--- src/inc/asc_pkg.sv ---
// ****************************************************************
// shared constants and types for the converter sequencer
// ****************************************************************
package asc_pkg;

    localparam int          ADDR_W        = 12;
    localparam int          NUM_CHANNELS  = 5;

    // register indices; byte address is four times the index
    localparam logic [9:0]  CTRL_IDX      = 10'h01f;
    localparam logic [9:0]  PINCFG_IDX    = 10'h09f;
    localparam logic [9:0]  RESULT_IDX    = 10'h01e;
    localparam logic [9:0]  PORT_IDX      = 10'h005;
    localparam logic [9:0]  FLAG_IDX      = 10'h020;

    localparam logic [7:0]  CTRL_RST      = 8'h00;
    localparam logic [7:0]  PINCFG_RST    = 8'h00;
    localparam logic [7:0]  RESULT_RST    = 8'h00;
    localparam int          REF_EXT_BIT   = 5;

    localparam logic [1:0]  RESP_OKAY     = 2'h0;
    localparam logic [1:0]  RESP_SLVERR   = 2'h2;

    // conversion clock select codes
    localparam logic [1:0]  CLK_DIV2      = 2'h0;
    localparam logic [1:0]  CLK_DIV8      = 2'h1;
    localparam logic [1:0]  CLK_DIV32     = 2'h2;
    localparam logic [1:0]  CLK_RC        = 2'h3;

    // half bit period lengths in system clock cycles
    localparam int          CLK_PERIOD_NS      = 25;
    localparam int          RC_BIT_PERIOD_NS   = 4000;
    localparam logic [6:0]  HALF_DIV2          = 7'h01;
    localparam logic [6:0]  HALF_DIV8          = 7'h04;
    localparam logic [6:0]  HALF_DIV32         = 7'h10;
    localparam logic [6:0]  HALF_RC            = 7'(RC_BIT_PERIOD_NS / (2 * CLK_PERIOD_NS));

    // a conversion is 19 half bit periods: 3 of setup, then 2 per result bit
    localparam logic [4:0]  CONV_HALVES   = 5'h13;
    localparam logic [4:0]  SETUP_HALVES  = 5'h03;
    localparam logic [7:0]  TRIAL_MSB     = 8'h80;

    typedef struct packed {
        logic [1:0] clk_sel;
        logic [2:0] chan;
        logic       go;
        logic       rsv;
        logic       en;
    } asc_ctrl_s;

    typedef enum logic {ST_IDLE, ST_CONV} asc_state_e;

    function automatic logic [6:0] asc_half_len(input logic [1:0] sel);
        case (sel)
            CLK_DIV2:  return HALF_DIV2;
            CLK_DIV8:  return HALF_DIV8;
            CLK_DIV32: return HALF_DIV32;
            default:   return HALF_RC;
        endcase
    endfunction

endpackage

--- src/hdl/asc_adc_ctrl.sv ---
`timescale 1ns/100ps
// ****************************************************************
// converter sequencer top
// ****************************************************************
// Operation
// - five selectable analog input channels
// - eight bit successive approximation result
// - reference is supply or reference pin
// - reset clears registers, module off, aborts
// - clock select bits pick divider or rc
// - channel codes 0 to 4 route input
// - writing go with module on starts
// - hardware clears go at conversion end
// - enable bit clear shuts converter down
// - conversion lasts nine and half periods
// - pin config sets analog or digital
// - analog pins read zero in port
// - conversion ignores pin direction setting
// - digital inputs still convert when selected
// - conversion continues in sleep with rc
// - rc bit period about four microseconds
module asc_adc_ctrl
    import asc_pkg::*;
(
    // clock and reset
    input  wire logic              CLK,
    input  wire logic              RST,
    // axi4-lite write
    input  wire logic [ADDR_W-1:0] S_AXI_AWADDR,
    input  wire logic              S_AXI_AWVALID,
    output logic                   S_AXI_AWREADY,
    input  wire logic [31:0]       S_AXI_WDATA,
    input  wire logic [3:0]        S_AXI_WSTRB,
    input  wire logic              S_AXI_WVALID,
    output logic                   S_AXI_WREADY,
    output logic [1:0]             S_AXI_BRESP,
    output logic                   S_AXI_BVALID,
    input  wire logic              S_AXI_BREADY,
    // axi4-lite read
    input  wire logic [ADDR_W-1:0] S_AXI_ARADDR,
    input  wire logic              S_AXI_ARVALID,
    output logic                   S_AXI_ARREADY,
    output logic [31:0]            S_AXI_RDATA,
    output logic [1:0]             S_AXI_RRESP,
    output logic                   S_AXI_RVALID,
    input  wire logic              S_AXI_RREADY,
    // device state and port pins
    input  wire logic              SLEEP,
    input  wire logic [4:0]        PORT_IN,
    // analog front end
    input  wire logic              COMP,
    output logic                   ANA_PWR,
    output logic [2:0]             ANA_CHAN,
    output logic                   ANA_REF_EXT,
    output logic                   ANA_SAMPLE,
    output logic [7:0]             ANA_DAC,
    output logic                   DONE_FLAG
);

    asc_ctrl_s                  ctrl;
    asc_ctrl_s                  w_ctrl;
    asc_state_e                 state;
    logic [7:0]                 pin_cfg;
    logic [7:0]                 result;
    logic [7:0]                 sar;
    logic [7:0]                 trial;
    logic [7:0]                 res_bit;
    logic [4:0]                 hcnt;
    logic [1:0]                 conv_sel;
    logic                       half_tick;
    logic                       conv_run;
    logic                       conv_end;
    logic                       conv_abort;
    logic                       done_flag;
    logic                       start_req;
    logic [NUM_CHANNELS-1:0]    port_view;
    logic                       aw_held;
    logic                       w_held;
    logic [ADDR_W-1:0]          aw_addr;
    logic [7:0]                 w_data;
    logic                       w_lane;
    logic                       wr_fire;
    logic                       wr_ok;
    logic [9:0]                 wr_idx;
    logic                       ctrl_wr;
    logic                       pincfg_wr;
    logic                       flag_wr;
    logic [31:0]                rd_mux;
    logic [10:0]                cyc_cnt;

    function automatic logic idx_mapped(input logic [9:0] idx);
        return idx == CTRL_IDX || idx == PINCFG_IDX || idx == RESULT_IDX
            || idx == PORT_IDX || idx == FLAG_IDX;
    endfunction

    // ****************************************************************
    // register bus
    // ****************************************************************
    assign wr_fire   = aw_held && w_held && !S_AXI_BVALID;
    assign wr_idx    = aw_addr[ADDR_W-1:2];
    assign wr_ok     = wr_fire && w_lane;
    assign ctrl_wr   = wr_ok && wr_idx == CTRL_IDX;
    assign pincfg_wr = wr_ok && wr_idx == PINCFG_IDX;
    assign flag_wr   = wr_ok && wr_idx == FLAG_IDX;
    assign w_ctrl    = asc_ctrl_s'(w_data);

    always_ff @(posedge CLK) begin
        if (RST) begin
            aw_held       <= 1'b0;
            w_held        <= 1'b0;
            aw_addr       <= '0;
            w_data        <= 8'h00;
            w_lane        <= 1'b0;
            S_AXI_AWREADY <= 1'b0;
            S_AXI_WREADY  <= 1'b0;
            S_AXI_BVALID  <= 1'b0;
            S_AXI_BRESP   <= RESP_OKAY;
        end else begin
            if (S_AXI_AWVALID && S_AXI_AWREADY) begin
                aw_held       <= 1'b1;
                aw_addr       <= S_AXI_AWADDR;
                S_AXI_AWREADY <= 1'b0;
            end else if (wr_fire) begin
                aw_held <= 1'b0;
            end else if (!aw_held && !S_AXI_BVALID) begin
                S_AXI_AWREADY <= 1'b1;
            end
            if (S_AXI_WVALID && S_AXI_WREADY) begin
                w_held       <= 1'b1;
                w_data       <= S_AXI_WDATA[7:0];
                w_lane       <= S_AXI_WSTRB[0];
                S_AXI_WREADY <= 1'b0;
            end else if (wr_fire) begin
                w_held <= 1'b0;
            end else if (!w_held && !S_AXI_BVALID) begin
                S_AXI_WREADY <= 1'b1;
            end
            if (wr_fire) begin
                S_AXI_BVALID <= 1'b1;
                S_AXI_BRESP  <= idx_mapped(wr_idx) ? RESP_OKAY : RESP_SLVERR;
            end else if (S_AXI_BREADY) begin
                S_AXI_BVALID <= 1'b0;
            end
        end
    end

    genvar gi;
    generate
        for (gi = 0; gi < NUM_CHANNELS; gi++) begin : g_port
            assign port_view[gi] = pin_cfg[gi] ? 1'b0 : PORT_IN[gi];
        end
    endgenerate

    always_comb begin
        case (S_AXI_ARADDR[ADDR_W-1:2])
            CTRL_IDX:   rd_mux = {24'h000000, ctrl};
            PINCFG_IDX: rd_mux = {24'h000000, pin_cfg};
            RESULT_IDX: rd_mux = {24'h000000, result};
            PORT_IDX:   rd_mux = {27'h0000000, port_view};
            FLAG_IDX:   rd_mux = {31'h00000000, done_flag};
            default:    rd_mux = 32'h00000000;
        endcase
    end

    always_ff @(posedge CLK) begin
        if (RST) begin
            S_AXI_ARREADY <= 1'b0;
            S_AXI_RVALID  <= 1'b0;
            S_AXI_RDATA   <= 32'h00000000;
            S_AXI_RRESP   <= RESP_OKAY;
        end else if (S_AXI_ARVALID && S_AXI_ARREADY) begin
            S_AXI_ARREADY <= 1'b0;
            S_AXI_RVALID  <= 1'b1;
            S_AXI_RDATA   <= rd_mux;
            S_AXI_RRESP   <= idx_mapped(S_AXI_ARADDR[ADDR_W-1:2]) ? RESP_OKAY : RESP_SLVERR;
        end else if (S_AXI_RVALID && S_AXI_RREADY) begin
            S_AXI_RVALID <= 1'b0;
        end else if (!S_AXI_RVALID) begin
            S_AXI_ARREADY <= 1'b1;
        end
    end

    // ****************************************************************
    // control and configuration registers
    // ****************************************************************
    // start only from idle with module on
    assign start_req = ctrl_wr && w_ctrl.go && w_ctrl.en && state == ST_IDLE
                       && !(SLEEP && w_ctrl.clk_sel != CLK_RC);

    // power down or go cleared aborts
    // sleep stops all but the rc clock
    assign conv_abort = state == ST_CONV
                        && (!ctrl.en || (ctrl_wr && (!w_ctrl.go || !w_ctrl.en))
                            || (SLEEP && conv_sel != CLK_RC));

    always_ff @(posedge CLK) begin
        if (RST) begin
            ctrl    <= asc_ctrl_s'(CTRL_RST);
            pin_cfg <= PINCFG_RST;
        end else begin
            if (ctrl_wr) begin
                ctrl.clk_sel <= w_ctrl.clk_sel;
                ctrl.chan    <= w_ctrl.chan;
                ctrl.en      <= w_ctrl.en;
            end
            ctrl.rsv <= 1'b0;
            if (start_req) begin
                ctrl.go <= 1'b1;
            end else if (conv_abort || conv_end) begin
                ctrl.go <= 1'b0;
            end
            if (pincfg_wr) begin
                pin_cfg <= w_data;
            end
        end
    end

    always_ff @(posedge CLK) begin
        if (RST) begin
            done_flag <= 1'b0;
        end else if (conv_end) begin
            done_flag <= 1'b1;
        end else if (flag_wr && w_data[0]) begin
            done_flag <= 1'b0;
        end
    end

    // ****************************************************************
    // successive approximation sequencer
    // ****************************************************************
    assign conv_run = state == ST_CONV;

    asc_tad_div u_div (
        .clk  (CLK),
        .rst  (RST),
        .run  (conv_run),
        .sel  (conv_sel),
        .tick (half_tick)
    );

    // keep trial bit when input above it
    assign res_bit = COMP ? sar : (sar & ~trial);

    // clock select is latched at start; changing it mid conversion
    // would corrupt the bit timing
    always_ff @(posedge CLK) begin
        if (RST) begin
            state    <= ST_IDLE;
            hcnt     <= 5'h00;
            sar      <= 8'h00;
            trial    <= 8'h00;
            conv_sel <= CLK_DIV2;
            result   <= RESULT_RST;
            conv_end <= 1'b0;
        end else begin
            conv_end <= 1'b0;
            case (state)
                ST_IDLE: begin
                    if (start_req) begin
                        state    <= ST_CONV;
                        hcnt     <= 5'h00;
                        sar      <= 8'h00;
                        trial    <= TRIAL_MSB;
                        conv_sel <= w_ctrl.clk_sel;
                    end
                end
                ST_CONV: begin
                    if (conv_abort) begin
                        state <= ST_IDLE;
                        sar   <= 8'h00;
                        trial <= 8'h00;
                    end else if (half_tick) begin
                        hcnt <= hcnt + 5'h01;
                        if (hcnt == SETUP_HALVES - 5'h01) begin
                            sar <= trial;
                        end else if (hcnt >= SETUP_HALVES && !hcnt[0]) begin
                            sar   <= res_bit | (trial >> 1);
                            trial <= trial >> 1;
                            if (hcnt == CONV_HALVES - 5'h01) begin
                                result   <= res_bit;
                                conv_end <= 1'b1;
                                state    <= ST_IDLE;
                            end
                        end
                    end
                end
                default: state <= ST_IDLE;
            endcase
        end
    end

    // ****************************************************************
    // analog front end drive
    // ****************************************************************
    // mux ignores pin direction
    assign ANA_CHAN    = ctrl.chan;
    assign ANA_PWR     = ctrl.en;
    assign ANA_DAC     = sar;
    assign DONE_FLAG   = done_flag;
    assign ANA_REF_EXT = pin_cfg[REF_EXT_BIT];

    // hold stage tracks while enabled and idle, and through the first two of the three setup halves
    always_ff @(posedge CLK) begin
        if (RST) begin
            ANA_SAMPLE <= 1'b0;
        end else begin
            ANA_SAMPLE <= ctrl.en && (state == ST_IDLE || hcnt < SETUP_HALVES - 5'h01);
        end
    end

    // ****************************************************************
    // checks
    // ****************************************************************
    always_ff @(posedge CLK) begin
        if (RST || state != ST_CONV) begin
            cyc_cnt <= 11'h000;
        end else begin
            cyc_cnt <= cyc_cnt + 11'h001;
        end
    end
endmodule

--- src/hdl/asc_tad_div.sv ---
`timescale 1ns/100ps
// ****************************************************************
// half bit period tick generator
// ****************************************************************
module asc_tad_div
    import asc_pkg::*;
(
    // clock and reset
    input  wire logic       clk,
    input  wire logic       rst,
    // control
    input  wire logic       run,
    input  wire logic [1:0] sel,
    // tick out
    output logic            tick
);

    logic [6:0] cnt;
    logic [6:0] lim;

    assign lim = asc_half_len(sel);

    // counter restarts whenever the converter is idle so every
    // conversion starts on a full half period
    always_ff @(posedge clk) begin
        if (rst || !run) begin
            cnt  <= 7'h00;
            tick <= 1'b0;
        end else if (cnt == lim - 7'h01) begin
            cnt  <= 7'h00;
            tick <= 1'b1;
        end else begin
            cnt  <= cnt + 7'h01;
            tick <= 1'b0;
        end
    end

endmodule

--- config.mk ---
export PLATFORM = sky130hd
export DESIGN_NAME = asc_adc_ctrl
export DESIGN_NICKNAME = d
export VERILOG_FILES = /design/src/inc/asc_pkg.sv /design/src/hdl/asc_adc_ctrl.sv /design/src/hdl/asc_tad_div.sv
export SDC_FILE = /design/constraint.sdc
export NUM_CORES = 1
export LEC_CHECK = 0
export ABC_CLOCK_PERIOD_IN_PS = 4300
export BUFFER_PORTS_ARGS = -buffer_cell sky130_fd_sc_hd__buf_2
export CAP_MARGIN = 30
export CORE_UTILIZATION = 56
export CTS_CLUSTER_SIZE = 8
export DETAILED_ROUTE_END_ITERATION = 6
export HOLD_SLACK_MARGIN = 0.02
export PLACE_DENSITY = 0.91
export SYNTH_ARGS = -nofsm -noshare
export SYNTH_HDL_FRONTEND = slang
export SYNTH_SLANG_ARGS = --single-unit
--- constraint.sdc ---
create_clock -name CLK -period 4.3 [get_ports CLK]
set_input_delay 1.075 -clock CLK [delete_from_list [all_inputs] [get_ports CLK]]
set_output_delay 1.075 -clock CLK [all_outputs]
set_load 0.03 [all_outputs]
==> run metrics, run 1 <==
TritonCTS clock tree yes; Reg2Reg Depth 5; Lkg Pwr 2.11 nW; Clock Skews 0.0144 ns; post-layout min period 2.35 ns; Clock Latency Late Sink 0.37 ns; final net count 673; Crit Path Max Fanout 12; setup total negative slack 0 ns; Slowest Stage Delay on Critical Path 0.68 ns; die area 8630 sq um; Max Slew Vio Count 0; Initial Util 58.9%; Arr. time, crit path 2.65 ns; measured slew at the worst slew-check pin 0.675 ns; Worst-path clk slew 0.09 ns; Synth Cell Area 4620 sq um; largest cells by area after synthesis dfxtp_1, mux2i_1, nand2_1; crit path kind register to register; Global Route Usage Sum 25.4%; Max clock buf depth 2; hold_buf cts 0; CP required 4.60 ns; initial antenna violation count 0; fin area 5130 sq um; syn_area_per_cell 8.68 sq um; Reg-to-Reg End trial[5]; fin crit share 54.6%; vias in the first global route 3708; worst-path cell chain nand4bb_4, nor4b_4, a22o_2, a21o_1, mux2i_1; Reg2Reg Setup Slack 1.95 ns; global-route wire length before repair 17200 microns; core area 7850 sq um; DR vias/cell 5.69; Power Density 327 nW/um^2; setup violators final 0; synthesized instance count 533; CP Capture Type register; Finished Core Util 65.4%; slowest cell on the critical path nor4b_4; crit path from aw_addr[3]; CP Launch Type register; Post-DP HPWL 7560 microns; end of the critical path trial[5]; antenna fix cells 0; ANT nets after route 0; GRT Residual Overflow 0; pin count of the biggest net entering global routing 49; io pins 130; clock sink count 94; port bufs 72; placed standard-cell area 4920 sq um; Post-synth top flop dfxtp_1; Seq/Total Area, Yosys 40.7%; share of the synthesized area in the top cell type 40.7%; Rows 32; DRC viols 0; Synth area leader dfxtp_1; Setup Buffers After CTS 0; Post-synth EDFFs 0; DRT iter0 DRCs 273; post-CTS sizing 0; routed wire length 10500 microns; HP Class register to register; P&R area growth vs syn 11.0%; CTS buffer count 9; worst slew margin relative to its limit 54.8%; ys async rst share 0%; Yosys cell types 65; Seq cells post-synth 94; RSZ-0062 raised after global routing false; Initial DRT Pass Iterations 5; chip height 92.9 microns; max_cap viols 0; Routed WL per cell 14.9 microns; worst ir drop on vdd 0.172 mV; Clk Tree Root Cell clkbuf_8; via count 3992; Final Wtd Congestion 0.848; Crit Reg-Reg Startpoint aw_addr[3]; layout cells sized above 1 18.3%; CTS HTree Levels 3; Fmax achieved 426 MHz; Hold Vio Cnt, Final 0; status finished clean; YS warnings 0; die width 92.9 microns
where the power goes:
group | switching, mW | internal [mW] | total, mW
clock network | 0.310 | 0.330 | 0.640
registers | 0.0171 | 0.886 | 0.903
logic | 0.0955 | 0.0420 | 0.137
critical path, delay by kind of cell, from the launching register on:
family | cells | cell delay, ns
flip-flops | 1 | 0.47
AO/OA/AOI/OAI | 2 | 0.68
multiplexers | 1 | 0.25
AND/OR/NAND/NOR | 2 | 0.87
metal layers:
layer | up-vias | wire [microns] | GRT usage, % | share of wire, %
met5 | - | 0 | 0 | 0
met4 | 0 | 238 | 11.9 | 2.3
met3 | 25 | 632 | 4.11 | 6.0
met2 | 169 | 5060 | 42.4 | 48
met1 | 1862 | 4550 | 31.9 | 43
li1 | 1936 | - | - | -
kinds of logic (layout without fill, tap and decap cells):
family	Yosys count	count (layout)	synth area share, %
xor gates and xnor gates	7	7	1.33
AOI/OAI and AO/OA	114	114	16.7
buffers and inverters	68	110	8.39
adders and majority gates	4	4	1.08
DFF	94	94	40.7
other	1	26	0.0811
and+or+nand+nor	205	205	23.0
muxes	40	40	8.79
worst min-delay path by stage:
stage,startpoint,to,slack [ns],depth (start not counted)
final,ctrl[7],ctrl[7],0.46,2
after detailed placement,ctrl[7],ctrl[7],0.45,2
after floorplan,ctrl[6],ctrl[6],0.43,2
after CTS,ctrl[7],ctrl[7],0.46,2
after global placement,ctrl[6],ctrl[6],0.44,2
after global routing,ctrl[7],ctrl[7],0.49,2
through the flow:
step | setup slack [ns] | hold slack [ns] | std cells | power [mW]
floorplan | 1.99 | 0.431 | 558 | 1.04
global placement | 1.73 | 0.438 | 686 | 1.05
detailed placement | 1.68 | 0.449 | 686 | 1.06
CTS | 1.95 | 0.460 | 702 | 1.69
global route | 1.81 | 0.486 | 702 | 1.74
finish | 1.95 | 0.460 | 702 | 1.68
layout make-up:
class / instances / area, sq um
timing repair buffer: 75 / 383
sequential: 94 / 1880
tap: 102 / 128
multi-input combinational: 396 / 2450
clock buffer: 11 / 131
inverter: 19 / 71.3
clock inverter: 5 / 82.6
fill: 627 / 2720
state kept, by name, indices dropped and copies added, names as in the netlist, 5 cells and up:
signal / cells
ANA_DAC: 8
S_AXI_RDATA: 8
aw_addr: 10
hcnt: 5
pin_cfg: 8
result: 8
trial: 8
u_div.cnt: 7
w_ctrl: 8
synthesized netlist by cell type, drive strengths merged, types with 2 or more instances:
library cell and number:
dfxtp 94, nand2 77, a21oi 48, nor2 46, mux2i 35, buf 33, nand2b 19, inv 18
clkbuf 15, nand3 14, a21boi 10, o211ai 10, nor3 9, a22oi 8, a311o 7, o21ai 7
nor2b 6, mux2 5, nand4b 5, a2bb2oi 4, and3 4, ha 4, nand3b 4, nor3b 4
xor2 4, and2 3, nor4b 3, o32ai 3, or3 3, xnor2 3, a211o 2, a32oi 2
nand4 2, nor4 2, o22ai 2, o31ai 2
placed cells by master (no fill, tap or decap), types with 3 or more instances in the layout:
master     count
buf_2         72
ha_1           4
nor3b_1        4
nor2_1        45
nand2b_1      19
o32ai_1        3
nand3b_1       4
mux2i_1       35
inv_1         18
a22oi_1        7
nand4b_1       3
xnor2_1        3
o21ai_0        7
nor3_1         9
conb_1        26
mux2_2         5
o211ai_1      10
and3_1         4
nand3_1       14
a2bb2oi_1      4
a21boi_0       8
xor2_1         4
a21oi_1       47
dfxtp_1       94
nor2b_1        6
and2_1         3
clkbuf_8       9
nand2_1       77
buf_4          3
a311o_1        7
Note: power is estimated with default switching activity, not from simulation.
==> run 2: changes to the inputs <==
Settings changed: ABC_CLOCK_PERIOD_IN_PS 4300 to 2200, CORE_UTILIZATION 56 to 52, PLACE_DENSITY 0.91 to 0.86.
Clock period 4.3 ns to 2.2 ns, I/O delays scaled along.
==> run 2 against run 1 <==
Power is 99% higher. Via count is 0.90% lower. Global-route usage is 2.0 points lower. Cell count is 2.1% higher. Hold slack worse by 0.043 ns. Register-to-register slack worse by 1.8 ns. Maximum frequency is 16% higher. Count of clock-buffer cells in the layout is 1 higher. Die area is 7.5% higher. First-iteration DRC count is 15% lower. Clock skew is 0.0027 ns lower. Design area is 1.8% higher. Critical endpoint is now u_div.cnt[5].
==> run metrics, run 2 (synthesized netlist as in run 1, its figures left out) <==
GRT Residual Overflow 0 (unchanged); Worst-path clk slew 0.09 ns (about the same); die width 96.3 microns (+3.7%); Seq pwr share 52.7% (-1.0 points); Max clock buf depth 2 (unchanged); CTS HTree Levels 3 (unchanged); Power Density 641 nW/um^2 (+96%); largest reg by FF count aw_addr; max reg flops 10 (unchanged); pin count of the biggest net entering global routing 41 (-16%); slowest cell on the critical path dfxtp_2; Hold Vio Cnt, Final 0 (unchanged); Slowest Stage Delay on Critical Path 0.35 ns (-0.33 ns); CP Capture Type register; Comb pwr share 8.1% (about the same); Fmax achieved 493 MHz (+16%); core area 8680 sq um (+11%); RSZ-0062 raised after global routing false; max_cap viols 0 (unchanged); fin crit share 92.3% (+38 points); io pins 130 (unchanged); Lkg Pwr 2.16 nW (+2.4%); setup violators final 0 (unchanged); Global Route Usage Sum 23.4% (-2.0 points); Initial DRT Pass Iterations 4 (-1); HP Class primary input to register; hold_buf cts 0 (unchanged); vias in the first global route 3680 (-0.76%); CP Launch Type register; P_int 2.52 mW (+100%); Clock Skews 0.0117 ns (-0.00265 ns); Rows 34 (+6.3%); fin area 5230 sq um (+1.8%); Clock Latency Late Sink 0.37 ns (about the same); Routed WL per cell 14.5 microns (-3.0%); measured slew at the worst slew-check pin 0.632 ns (-0.0434 ns); routed wire length 10400 microns (-0.88%); antenna fix cells 0 (unchanged); setup total negative slack 0 ns (unchanged); CTS buffer count 9 (unchanged); DR vias/cell 5.52 (-3.0%); Post-DP HPWL 7670 microns (+1.5%); DRT iter0 DRCs 231 (-15%); Crit Path Max Fanout 7 (-5); initial antenna violation count 0 (unchanged); Arr. time, crit path 2.28 ns (-0.37 ns); Fillers 740 (+18%); Initial Util 53.3% (-5.6 points); placed standard-cell area 4990 sq um (+1.5%); Clock power frac 39.2% (+1.1 points); final net count 682 (+1.3%); most common cell after layout, fill and taps aside dfxtp_1; global-route wire length before repair 16800 microns (-2.6%); ANT nets after route 0 (unchanged); status finished clean; crit path kind register to register; chip height 96.3 microns (+3.7%); CP required 2.45 ns (-2.15 ns); layout cells sized above 1 19.9% (+1.5 points); die area 9270 sq um (+7.5%); final hold slack 0.417 ns (-0.0432 ns); sw frac 24.7% (-0.43 points); worst ir drop on vdd 0.319 mV (+85%); Final Wtd Congestion 0.816 (-3.8%); DRC viols 0 (unchanged); P&R area growth vs syn 13.0%; Clk Tree Root Cell clkbuf_8; NetSw 0.829 mW (+96%); TritonCTS clock tree yes; post-layout min period 2.03 ns (-0.319 ns); Max Slew Vio Count 0 (unchanged); clock sink count 94 (unchanged); worst slew margin relative to its limit 57.9% (+3.1 points); worst-path cell chain or2_2, ha_1, xor2_1, o211ai_1, a2111o_1, nand3b_1, nor2_1; most frequent cells in the layout dfxtp_1, nand2_1, buf_2; via count 3956 (-0.90%); port bufs 72 (unchanged)
## run 2: cell count changes in the layout (fill, tap and decap cells not counted)
cell / before / now
clkinv_2: 1 / 0
clkbuf_1: 2 / 1
dfxtp_2: 0 / 1
dfxtp_1: 94 / 93
clkbuf_8: 9 / 11
buf_4: 3 / 12
clkinvlp_4: 0 / 1
clkinv_4: 1 / 0
## run 2: stage by stage
stage | worst slack [ns] | util [%] | std cells | power [mW]
after CTS | 0.0290 | 60.2 | 717 | 3.37
after detailed placement | 0.0693 | 57.5 | 701 | 2.07
after global routing | 0.0271 | 60.2 | 717 | 3.47
after floorplan | 0.285 | - | 558 | 2.03
final | 0.170 | 60.2 | 717 | 3.35
after global placement | 0.188 | 57.5 | 701 | 2.07
## run 2: worst max-delay path: cells and delay by family (launching register included)
family / cells / cell delay (ns)
AO/OA/AOI/OAI: 2 / 0.43
flip-flops: 1 / 0.35
adder cells (fa/ha/maj): 1 / 0.32
AND/OR/NAND/NOR: 3 / 0.65
XOR/XNOR: 1 / 0.16
## run 2: timing repair
item | 4_1_cts | 5_1_grt
gates resized for setup | 0 | 1
setup endpoints to repair | 0 | 7
setup buffers | 0 | 0
## run 2: area by class of cell
type | count | area (sq um) | area share [%]
sequential | 94 | 1880 | 36.0
multi-input combinational | 396 | 2450 | 47.0
timing repair buffer | 84 | 450 | 8.62
tap | 108 | 135 | 2.59
clock inverter | 4 | 76.3 | 1.46
clock buffer | 12 | 155 | 2.97
inverter | 19 | 71.3 | 1.36
## run 2: final timing paths
kind | startpoint | end | slack (ns) | cells past startpoint
hold reg to reg | S_AXI_RDATA[0] | S_AXI_RDATA[0] | 0.46 | 2
setup / recovery | conv_sel[0] | u_div.cnt[5] | 0.17 | 7
setup reg to reg | conv_sel[0] | u_div.cnt[5] | 0.17 | 7
hold / removal | S_AXI_WSTRB[0] | w_lane | 0.42 | 3
## run 2: routing by layer
layer	wire length, microns	GRT usage (%)
met5	0	0
met4	253	10.5
met3	576	4.11
met2	5010	39.0
met1	4560	29.6
## run 2: power by group through the flow
| stage | sequential, mW | combinational [mW] | clock, mW |
|---|---|---|---|
| floorplan | 1.82 | 0.213 | 0 |
| global placement | 1.80 | 0.263 | 0 |
| detailed placement | 1.80 | 0.270 | 0 |
| CTS | 1.76 | 0.272 | 1.33 |
| global route | 1.77 | 0.303 | 1.39 |
| finish | 1.76 | 0.272 | 1.31 |
